File: src/design/lis_cfg.svh
// numeric configuration of the line interface state control
// assumes a 10 MHz system clock; included by the package and the design
`ifndef LIS_CFG_SVH
`define LIS_CFG_SVH

`define LIS_CODE_W        3
`define LIS_TSEL_W        3
`define LIS_CTRL_W        6
`define LIS_SYNC_W        13
`define LIS_OVL_W         4

// synchroniser vector layout
`define LIS_SY_BAT_OK     0
`define LIS_SY_THERM      1
`define LIS_SY_GND        2
`define LIS_SY_RTRIP      3
`define LIS_SY_LOOP       4
`define LIS_SY_DRST_N     5
`define LIS_SY_STROBE     6
`define LIS_SY_CODE_LSB   7
`define LIS_SY_TSEL_LSB   10
`define LIS_SYNC_RST      13'h0040

// line state codes on the control bus
`define LIS_CODE_DISC     3'h0
`define LIS_CODE_FWD      3'h1
`define LIS_CODE_REV      3'h2
`define LIS_CODE_SCAN     3'h3
`define LIS_CODE_RING     3'h4
`define LIS_CODE_TIPOPEN  3'h5

// test selections; 1..6 are the line measurements
`define LIS_TSEL_NONE     3'h0
`define LIS_TSEL_VREF     3'h7

// make-before-break overlap of ringing and line break switches
`define LIS_CLK_PERIOD_NS 100
`define LIS_MBB_TIME_NS   1000
`define LIS_MBB_CYC       ((`LIS_MBB_TIME_NS + `LIS_CLK_PERIOD_NS - 1) / `LIS_CLK_PERIOD_NS)

`endif

File: src/design/lis_pkg.sv
// types of the line interface state control
// assumes lis_cfg.svh is on the include path
`include "lis_cfg.svh"

package lis_pkg;

    typedef enum logic [5:0] {
        LIS_M_DISC    = 6'h01,
        LIS_M_FWD     = 6'h02,
        LIS_M_REV     = 6'h04,
        LIS_M_SCAN    = 6'h08,
        LIS_M_RING    = 6'h10,
        LIS_M_TIPOPEN = 6'h20
    } lis_mode_t;

    typedef struct packed {
        logic scan_clamp;
        logic loop_det;
        logic thermal;
        logic low_batt;
        logic ac_tx;
        logic dc_feed;
        logic ring_trip;
        logic onhook_tx;
        logic tr_drive;
        logic cm_det;
        logic tip_open;
        logic polarity_rev;
        logic test_path;
        logic test_tone;
        logic test_level_oe;
    } lis_en_t;

    typedef struct packed {
        logic                   strobe_d;
        lis_mode_t              mode;
        logic [`LIS_TSEL_W-1:0] tsel;
        logic                   line_sw;
        logic                   ring_sw;
        logic [`LIS_OVL_W-1:0]  ovl_cnt;
        lis_en_t                en;
        logic                   status_n;
    } lis_state_t;

endpackage : lis_pkg

File: src/design/lis_sync.sv
// two-stage synchroniser for every pin input of the line control
// assumes single clock clk and asynchronous active-high rst
`include "lis_cfg.svh"

module lis_sync (
    input  wire logic                   clk,
    input  wire logic                   rst,
    input  wire logic [`LIS_SYNC_W-1:0] d,
    output logic      [`LIS_SYNC_W-1:0] q
);
    import lis_pkg::*;

    typedef struct packed {
        logic [`LIS_SYNC_W-1:0] meta;
        logic [`LIS_SYNC_W-1:0] stable;
    } lis_sync_t;

    lis_sync_t s_reg;
    lis_sync_t s_next;

    // first stage feeds only the second stage
    always_comb begin
        s_next.meta   = d;
        s_next.stable = s_reg.meta;
    end

    always_ff @(posedge clk or posedge rst) begin
        if (rst) begin
            s_reg <= {`LIS_SYNC_RST, `LIS_SYNC_RST};
        end else begin
            s_reg <= s_next;
        end
    end

    assign q = s_reg.stable;

endmodule : lis_sync

File: src/design/lis_line_ctrl.sv
// line interface state control: latched control bus, mode decode,
// detector and switch enables, supervision status output
// assumes pins arrive asynchronously and are synchronised here
//
// Function
// RULE1: capture control bus on strobe falling edge
// RULE2: host keeps bus stable while strobe low
// RULE3: reset pin forces disconnect, switches off
// RULE4: reset pin forces status to on-hook
// RULE5: disconnect turns all off, reports on-hook
// RULE6: scan keeps clamp, loop, thermal, battery only
// RULE7: ring closes ring switch, ring trip only; code also keeps thermal and battery shutdown on
// RULE8: direct ring changes make before break
// RULE9: host uses disconnect for break before make
// RULE10: unlatched active-low status, hook or trip
// RULE11: forward and reverse both transmit, ac kept
// RULE12: tip open state with common-mode detector
// RULE13: test tone enabled in test states
// RULE14: test tone off outside test and reference
// RULE15: test level output off outside test
// RULE16: test selection leaves line state unchanged
// RULE17: reference test routes reference to output
// RULE18: overheat forces all-off, off-hook, then resumes
// RULE19: battery out of window forces all-off, off-hook
// RULE20: control code decoded to one mode
`include "lis_cfg.svh"

module lis_line_ctrl (
    input  wire logic                   clk,
    input  wire logic                   rst,
    input  wire logic [`LIS_CODE_W-1:0] ctrl_code,
    input  wire logic [`LIS_TSEL_W-1:0] ctrl_test_sel,
    input  wire logic                   latch_strobe_n,
    input  wire logic                   dev_reset_n,
    input  wire logic                   loop_closure_det,
    input  wire logic                   ring_trip_det,
    input  wire logic                   ground_key_det,
    input  wire logic                   thermal_hot,
    input  wire logic                   battery_in_window,
    output lis_pkg::lis_mode_t          line_mode,
    output logic                        supervision_status_n,
    output logic                        line_break_sw_on,
    output logic                        ring_access_sw_on,
    output logic                        scan_clamp_en,
    output logic                        loop_det_en,
    output logic                        thermal_sd_en,
    output logic                        low_batt_sd_en,
    output logic                        ac_tx_en,
    output logic                        dc_feed_en,
    output logic                        ring_trip_en,
    output logic                        onhook_tx_en,
    output logic                        tr_drive_en,
    output logic                        cm_det_en,
    output logic                        tip_open_en,
    output logic                        polarity_rev,
    output logic                        test_path_en,
    output logic                        test_tone_input_en,
    output logic                        test_level_output_oe,
    output logic      [`LIS_TSEL_W-1:0] test_level_sel
);
    import lis_pkg::*;

    localparam logic [`LIS_OVL_W-1:0] MBB_CYC = `LIS_OVL_W'(`LIS_MBB_CYC);

    lis_state_t             s_reg;
    lis_state_t             s_next;
    logic [`LIS_SYNC_W-1:0] pins_raw;
    logic [`LIS_SYNC_W-1:0] pins_s;
    logic [`LIS_CODE_W-1:0] code_s;
    logic [`LIS_TSEL_W-1:0] tsel_s;
    logic                   strobe_s;
    logic                   drst_n_s;
    logic                   all_off;
    logic                   force_off;
    lis_mode_t              eff_mode;
    logic                   tgt_line;
    logic                   tgt_ring;

    // RULE20 code decode
    function automatic lis_mode_t decode_mode(input logic [`LIS_CODE_W-1:0] code);
        lis_mode_t m;
        case (code)
            `LIS_CODE_FWD:     m = LIS_M_FWD;
            `LIS_CODE_REV:     m = LIS_M_REV;
            `LIS_CODE_SCAN:    m = LIS_M_SCAN;
            `LIS_CODE_RING:    m = LIS_M_RING;
            `LIS_CODE_TIPOPEN: m = LIS_M_TIPOPEN;
            // unused codes fall back to the safe state
            default:           m = LIS_M_DISC;
        endcase
        return m;
    endfunction : decode_mode

    function automatic lis_en_t mode_en(input lis_mode_t m,
                                        input logic [`LIS_TSEL_W-1:0] ts);
        lis_en_t e;
        logic    test;
        e    = '0;
        test = (ts != `LIS_TSEL_NONE);
        unique case (m)
            // RULE5 disconnect all off
            LIS_M_DISC: begin
                e = '0;
            end
            // RULE11 both polarities transmit
            LIS_M_FWD, LIS_M_REV: begin
                e.loop_det     = 1'b1;
                e.thermal      = 1'b1;
                e.low_batt     = 1'b1;
                e.ac_tx        = 1'b1;
                e.dc_feed      = 1'b1;
                e.onhook_tx    = 1'b1;
                e.tr_drive     = 1'b1;
                e.polarity_rev = (m == LIS_M_REV);
            end
            // RULE6 scan subset
            LIS_M_SCAN: begin
                e.scan_clamp = 1'b1;
                e.loop_det   = 1'b1;
                e.thermal    = 1'b1;
                e.low_batt   = 1'b1;
            end
            // RULE7 ring trip, plus thermal and battery
            LIS_M_RING: begin
                e.ring_trip = 1'b1;
                e.thermal   = 1'b1;
                e.low_batt  = 1'b1;
            end
            // RULE12 tip open detector
            LIS_M_TIPOPEN: begin
                e.cm_det   = 1'b1;
                e.tip_open = 1'b1;
                e.dc_feed  = 1'b1;
                e.thermal  = 1'b1;
                e.low_batt = 1'b1;
            end
        endcase
        // RULE16 test rides on line state
        if (test && (m == LIS_M_FWD || m == LIS_M_REV || m == LIS_M_TIPOPEN)) begin
            e.test_path     = 1'b1;
            // RULE15 output only in test
            e.test_level_oe = 1'b1;
            // RULE13 tone in test states
            // RULE14 not in reference test
            e.test_tone     = (ts != `LIS_TSEL_VREF);
        end
        return e;
    endfunction : mode_en

    // switch path per mode: {line break, ringing access}
    function automatic logic [1:0] path_for(input lis_mode_t m);
        logic [1:0] p;
        p = 2'h0;
        unique case (m)
            LIS_M_DISC: p = 2'h0;
            LIS_M_RING: p = 2'h1;
            // tip open still needs the line break path
            LIS_M_FWD, LIS_M_REV, LIS_M_SCAN, LIS_M_TIPOPEN: begin
                p = 2'h2;
            end
        endcase
        return p;
    endfunction : path_for

    // RULE10 live detector per mode
    function automatic logic status_for(input lis_mode_t m,
                                        input logic      loop,
                                        input logic      trip,
                                        input logic      gnd);
        logic st;
        st = 1'b1;
        unique case (m)
            // RULE5 disconnect reads on-hook
            LIS_M_DISC:    st = 1'b1;
            LIS_M_RING:    st = !trip;
            LIS_M_TIPOPEN: st = !gnd;
            LIS_M_FWD, LIS_M_REV, LIS_M_SCAN: begin
                st = !loop;
            end
        endcase
        return st;
    endfunction : status_for

    assign pins_raw = {ctrl_test_sel, ctrl_code, latch_strobe_n, dev_reset_n,
                       loop_closure_det, ring_trip_det, ground_key_det,
                       thermal_hot, battery_in_window};

    lis_sync u_sync (
        .clk (clk),
        .rst (rst),
        .d   (pins_raw),
        .q   (pins_s)
    );

    assign code_s   = pins_s[`LIS_SY_CODE_LSB +: `LIS_CODE_W];
    assign tsel_s   = pins_s[`LIS_SY_TSEL_LSB +: `LIS_TSEL_W];
    assign strobe_s = pins_s[`LIS_SY_STROBE];
    assign drst_n_s = pins_s[`LIS_SY_DRST_N];

    always_comb begin
        s_next          = s_reg;
        s_next.strobe_d = strobe_s;
        // RULE3 reset pin overrides inputs
        if (!drst_n_s) begin
            s_next.mode = LIS_M_DISC;
            s_next.tsel = `LIS_TSEL_NONE;
        // RULE1 falling strobe capture
        // RULE2 bus still stable here
        end else if (s_reg.strobe_d && !strobe_s) begin
            s_next.mode = decode_mode(code_s);
            s_next.tsel = tsel_s;
        end

        // captured mode is untouched so cooling resumes it
        // RULE18 overheat override, mode kept
        // RULE19 battery window override
        all_off   = pins_s[`LIS_SY_THERM] || !pins_s[`LIS_SY_BAT_OK];
        force_off = all_off || !drst_n_s;
        eff_mode  = force_off ? LIS_M_DISC : s_next.mode;

        {tgt_line, tgt_ring} = path_for(eff_mode);

        // RULE3 switches all off
        // RULE5 disconnect cuts any overlap
        if (force_off || eff_mode == LIS_M_DISC) begin
            s_next.line_sw = 1'b0;
            s_next.ring_sw = 1'b0;
            s_next.ovl_cnt = '0;
        end else if (s_reg.ovl_cnt > `LIS_OVL_W'(1)) begin
            // RULE8 hold overlap
            // a command other than disconnect landing mid-overlap waits for the count
            s_next.ovl_cnt = s_reg.ovl_cnt - `LIS_OVL_W'(1);
        end else if (s_reg.ovl_cnt == `LIS_OVL_W'(1)) begin
            s_next.ovl_cnt = '0;
            s_next.line_sw = tgt_line;
            s_next.ring_sw = tgt_ring;
        end else if (s_reg.line_sw != tgt_line && s_reg.ring_sw != tgt_ring &&
                     tgt_line != tgt_ring) begin
            // RULE8 make new path first
            s_next.line_sw = 1'b1;
            s_next.ring_sw = 1'b1;
            s_next.ovl_cnt = MBB_CYC;
        end else begin
            // RULE9 via disconnect no overlap
            s_next.line_sw = tgt_line;
            s_next.ring_sw = tgt_ring;
        end

        s_next.en = force_off ? '0 : mode_en(eff_mode, s_next.tsel);

        // RULE10 live detector, no latch
        if (!drst_n_s) begin
            // RULE4 on-hook in reset
            s_next.status_n = 1'b1;
        end else if (all_off) begin
            // RULE18 forced off-hook
            s_next.status_n = 1'b0;
        end else begin
            s_next.status_n = status_for(eff_mode, pins_s[`LIS_SY_LOOP],
                                         pins_s[`LIS_SY_RTRIP], pins_s[`LIS_SY_GND]);
        end
    end

    // safe disconnect state out of reset
    always_ff @(posedge clk or posedge rst) begin
        if (rst) begin
            s_reg          <= '0;
            s_reg.strobe_d <= 1'b1;
            s_reg.mode     <= LIS_M_DISC;
            s_reg.tsel     <= `LIS_TSEL_NONE;
            s_reg.status_n <= 1'b1;
        end else begin
            s_reg <= s_next;
        end
    end

    assign line_mode            = s_reg.mode;
    assign supervision_status_n = s_reg.status_n;
    assign line_break_sw_on     = s_reg.line_sw;
    assign ring_access_sw_on    = s_reg.ring_sw;

    assign scan_clamp_en        = s_reg.en.scan_clamp;
    assign loop_det_en          = s_reg.en.loop_det;
    assign thermal_sd_en        = s_reg.en.thermal;
    assign low_batt_sd_en       = s_reg.en.low_batt;
    assign ac_tx_en             = s_reg.en.ac_tx;
    assign dc_feed_en           = s_reg.en.dc_feed;
    assign ring_trip_en         = s_reg.en.ring_trip;
    assign onhook_tx_en         = s_reg.en.onhook_tx;
    assign tr_drive_en          = s_reg.en.tr_drive;
    assign cm_det_en            = s_reg.en.cm_det;
    assign tip_open_en          = s_reg.en.tip_open;
    assign polarity_rev         = s_reg.en.polarity_rev;

    assign test_path_en         = s_reg.en.test_path;
    assign test_tone_input_en   = s_reg.en.test_tone;
    assign test_level_output_oe = s_reg.en.test_level_oe;
    // RULE17 selection 7 routes reference
    assign test_level_sel       = s_reg.en.test_path ? s_reg.tsel : `LIS_TSEL_NONE;

endmodule : lis_line_ctrl

File: config.mk
export PLATFORM = sky130hd
export DESIGN_NAME = lis_line_ctrl
export DESIGN_NICKNAME = d
export VERILOG_FILES = /design/src/design/lis_pkg.sv /design/src/design/lis_sync.sv /design/src/design/lis_line_ctrl.sv
export VERILOG_INCLUDE_DIRS = /design/src /design/src/design
export SDC_FILE = /design/constraint.sdc
export NUM_CORES = 1
export LEC_CHECK = 0
export BUFFER_PORTS_ARGS = -buffer_cell sky130_fd_sc_hd__buf_2
export CORE_MARGIN = 2
export CORE_UTILIZATION = 35
export CTS_CLUSTER_DIAMETER = 80
export DETAILED_ROUTE_END_ITERATION = 10
export PLACE_DENSITY_LB_ADDON = 0.08
export SLEW_MARGIN = 0
export SYNTH_ARGS = -nofsm -noshare
export SYNTH_HDL_FRONTEND = slang
export SYNTH_HIERARCHICAL = 1
export SYNTH_SLANG_ARGS = --single-unit
File: constraint.sdc
create_clock -name clk -period 2.95 [get_ports clk]
set_input_delay 0.295 -clock clk [delete_from_list [all_inputs] [get_ports clk]]
set_output_delay 0.295 -clock clk [all_outputs]
set_load 0.01 [all_outputs]
==> implementation parameters <==
Parameter                              Value

Outcome
  Outcome ... complete, no violations

Routing
  DRC violation total after the first TritonRoute iteration ... 102
  Number of DRC violations after detailed routing ... 0
  Via-to-Cell Ratio ... about 4.7
  Vias post-DR ... roughly 1500
  Detailed-route wire length ... 4.09 mm
  Count of antenna-violating nets left after detailed routing ... 0
  Average wire per cell in the routed design ... between 10 and 15 um
  Number of detailed-route iterations in the first pass ... 4

STA
  Endpoints failing setup ... 0
  Transition time at the pin with the least slew margin ... approximately 1.0 ns
  Setup_tns ... 0 ns
  Headroom to the max-slew limit ... 0.326
  Hold Vio Cnt, Final ... 0
  Max-slew violation count ... 0
  Final worst path period need ... roughly 2.8 ns
  Maximum clock rate ... 359 MHz
  Unrepaired setup endpoints after global routing ... false
  Post-route fraction of the period consumed by the critical path ... 0.944
  Worst clock skew on the final layout ... 0.00852 ns

CTS
  TritonCTS clock tree ... done
  Clock slew at the register clock pins of the worst setup and hold paths ... approximately 0.1 ns
  CTS Buf Count ... 5
  Post-CTS setup repair buffer count ... 0
  Hold Buf Count CTS ... 0
  Clock Tree Root ... sky130_fd_sc_hd__clkbuf_8
  Clock sink count ... 53
  Maximum count of clock buffers along a single path ... 2
  Clock insertion delay at the later pin of the skew report ... ~0.31 ns
  H-tree Lvls ... 2

Global routing
  Overflow left after global routing ... 0
  First-pass GRT wire length ... a little over 7 mm
  Largest net degree at the start of global routing ... 28
  Overall fraction of global-route tracks in use ... 0.122
  Initial antenna violation count ... 0
  Vias in the first global route ... between 1000 and 1500

Synth
  Post-synthesis sequential area ratio ... 0.583
  Unique cell type count in the Yosys netlist ... 53
  FF+latch count, synth ... between 50 and 60
  Synth Warn # ... 6
  Xor/xnor cell area share of the yosys netlist ... 0.0148
  Share of flip-flops with an asynchronous set or reset ... 1.00
  Simple-gate area share of the yosys netlist ... 0.169
  Prevailing post-synth register cell ... sky130_fd_sc_hd__dfrtp_1
  Synth Instances ... 198
  Syn Area/Cell ... roughly 12 um^2
  Compound-gate portion of the synthesized area ... 0.128
  Netlist area before placement ... approximately 2300 um^2
  Post-Synthesis Net Count ... between 200 and 250
  Combinational family with the most area after synthesis ... simple AND/OR/NAND/NOR gates
  Count of flip-flops with a built-in enable after synthesis ... 0
  Post-Synth Adder-Cell Area ... 0.0164
  Fraction of synthesized area in multiplexers ... 0.0131

Power
  Total power ... between 0.001 and 0.0015 W
  Static Leakage ... about 1.3 nW
  Peak supply drop ... between 0.2 and 0.3 mV
  Power density of the placed cells ... approximately 480 nW/um^2

Floorplan
  Core Footprint ... 6350 um^2
  Initial Utilization ... 0.360
  # IOs ... between 40 and 50
  Total die area ... 7190 um^2
  Die boundary height ... roughly 85 um
  Row Count ... 29
  X dimension of the die ... around 85 um

Finish
  N_diodes ... 0
  Post-route cell area ... 2670 um^2
  Growth of design area from synthesis to finish ... 17.0%
  Final #Nets ... ~260
  Layout cells sized above 1 ... 0.342

Place
  RD Place Congestion ... a little over 0.8
  Input/output buffers ... 41
  Post-DP HPWL ... 3.05 mm
  Placed inst area ... between 2000 and 3000 um^2

Critical path
  Critical Path Source ... u_sync/q[6]
  Start of the worst register-to-register path ... u_sync/q[6]
  Maximum fanout encountered on the critical timing path ... 9
  Reg2reg path depth ... 9
  Element type at the critical path end ... register
  Type of the worst setup path ... reg2reg
  Nature of the critical path startpoint ... register
  Data arrival time at the worst-slack endpoint ... roughly 3 ns
  WP data required ... roughly 3.2 ns

Min path
  Hold path startpoint ... latch_strobe_n
  Type of the worst min-delay path ... in2reg
  Worst hold path stage count ... 1

Run
  Max_cap viols ... 0
## critical path: stages, from the launching register on
cell,delay [ns]
sky130_fd_sc_hd__dfstp_2,0.57
sky130_fd_sc_hd__nor2b_2,0.09
sky130_fd_sc_hd__or4_4,0.51
sky130_fd_sc_hd__a31oi_4,0.22
sky130_fd_sc_hd__o21bai_4,0.10
sky130_fd_sc_hd__ha_1,0.20
sky130_fd_sc_hd__nor3_2,0.22
sky130_fd_sc_hd__mux2i_2,0.34
sky130_fd_sc_hd__nand2_2,0.13
sky130_fd_sc_hd__a2111oi_2,0.29
## cells in the mapped netlist (2+ instances only)
library cell                n  area share
sky130_fd_sc_hd__a211oi_1   2      0.0066
sky130_fd_sc_hd__o21ai_1    2      0.0044
sky130_fd_sc_hd__buf_4     11       0.036
sky130_fd_sc_hd__a22oi_1    2      0.0066
sky130_fd_sc_hd__nand2b_1   7       0.019
sky130_fd_sc_hd__a21oi_1    8       0.018
sky130_fd_sc_hd__dfrtp_1   48        0.53
sky130_fd_sc_hd__nor3_1     6       0.013
sky130_fd_sc_hd__nand3_1    3      0.0066
sky130_fd_sc_hd__buf_2      2      0.0044
sky130_fd_sc_hd__dfstp_2    5       0.057
sky130_fd_sc_hd__mux2i_1    3       0.013
sky130_fd_sc_hd__ha_1       3       0.016
sky130_fd_sc_hd__and3_1     2      0.0055
sky130_fd_sc_hd__nor4_1     3      0.0082
sky130_fd_sc_hd__or2_1      2      0.0055
sky130_fd_sc_hd__nor2_1    14       0.023
sky130_fd_sc_hd__or3_1      4       0.011
sky130_fd_sc_hd__inv_1     13       0.021
sky130_fd_sc_hd__o21bai_1   3      0.0099
sky130_fd_sc_hd__and2_1     5       0.014
sky130_fd_sc_hd__nand2_1   17       0.028
sky130_fd_sc_hd__xnor2_1    2      0.0077
sky130_fd_sc_hd__buf_6      2      0.0099
## through the flow
stage	util	hold slack, ns	std cells	worst slack [ns]
floorplan	-	0.299	198	0.235
CTS	0.415	0.0609	317	0.0325
detailed placement	0.399	0.335	309	-0.0134
global route	0.421	0.0393	317	0.00184
global placement	0.399	0.333	309	0.00684
finish	0.421	0.0677	317	0.164
## what timing repair did
action / in CTS / in global routing
pin swaps: 0 / 3
endpoints found under the setup margin: 3 / 5
cloned: 0 / 0
resized for setup: 1 / 7
## cells by family (layout without fill, tap and decap cells)
group	Yosys count	in the layout
xor gates and xnor gates	3	3
buffers and inverters	30	72
adders and majority gates	3	3
DFF	53	53
and+or+nand+nor	72	72
muxes	3	3
AOI/OAI and AO/OA	34	34
## layout by cell type, fill, tap and decap left out, types with 2 or more instances in the layout
master	Yosys	routed
sky130_fd_sc_hd__dfrtp_1	48	48
sky130_fd_sc_hd__mux2i_1	3	2
sky130_fd_sc_hd__a211oi_1	2	2
sky130_fd_sc_hd__nand2b_1	7	6
sky130_fd_sc_hd__buf_4	11	9
sky130_fd_sc_hd__o21ai_1	2	2
sky130_fd_sc_hd__a21oi_1	8	8
sky130_fd_sc_hd__nor2_1	14	14
sky130_fd_sc_hd__and2_1	5	5
sky130_fd_sc_hd__buf_2	2	41
sky130_fd_sc_hd__or3_1	4	4
sky130_fd_sc_hd__ha_1	3	3
sky130_fd_sc_hd__o21bai_1	3	3
sky130_fd_sc_hd__a22oi_1	2	2
sky130_fd_sc_hd__inv_1	13	13
sky130_fd_sc_hd__nand2_1	17	17
sky130_fd_sc_hd__nor3_1	6	6
sky130_fd_sc_hd__xnor2_1	2	2
sky130_fd_sc_hd__dfstp_2	5	5
sky130_fd_sc_hd__nand3_1	3	3
sky130_fd_sc_hd__and3_1	2	2
sky130_fd_sc_hd__clkbuf_8	0	5
sky130_fd_sc_hd__nor4_1	3	2
sky130_fd_sc_hd__or2_1	2	2
## per-layer routing
layer	part of all wire	global-route usage
met2	0.43	0.173
met3	0.048	0.0331
met4	0.012	0.0346
met5	0	0
met1	0.51	0.185
## path summary, 6_finish.rpt
check,end,slack [ns]
setup / recovery,s_reg[19],0.16
min in group asynchronous,u_sync/q[10],0.17
setup reg to reg,s_reg[19],0.16
max in group asynchronous,ring_access_sw_on,2.11
hold / removal,u_sync/s_next[6],0.07
hold reg to reg,u_sync/q[1],0.36
## where the power goes
part	total, W	switching (W)	internal, W
clock	0.000437	0.000259	0.000178
combinational	0.0000832	0.0000506	0.0000326
sequential	0.000766	0.0000140	0.000752
## cell type report
cell class | count | area [um^2]
clock buffers | 5 | 68.8
clock inverters | 3 | 28.8
fillers | 607 | 3680
inverters | 14 | 55.1
multi-input cells | 115 | 820
flip-flops and latches | 53 | 1330
well taps | 77 | 96.3
repair buffers | 50 | 273
Note: power is estimated with default switching activity, not from simulation.
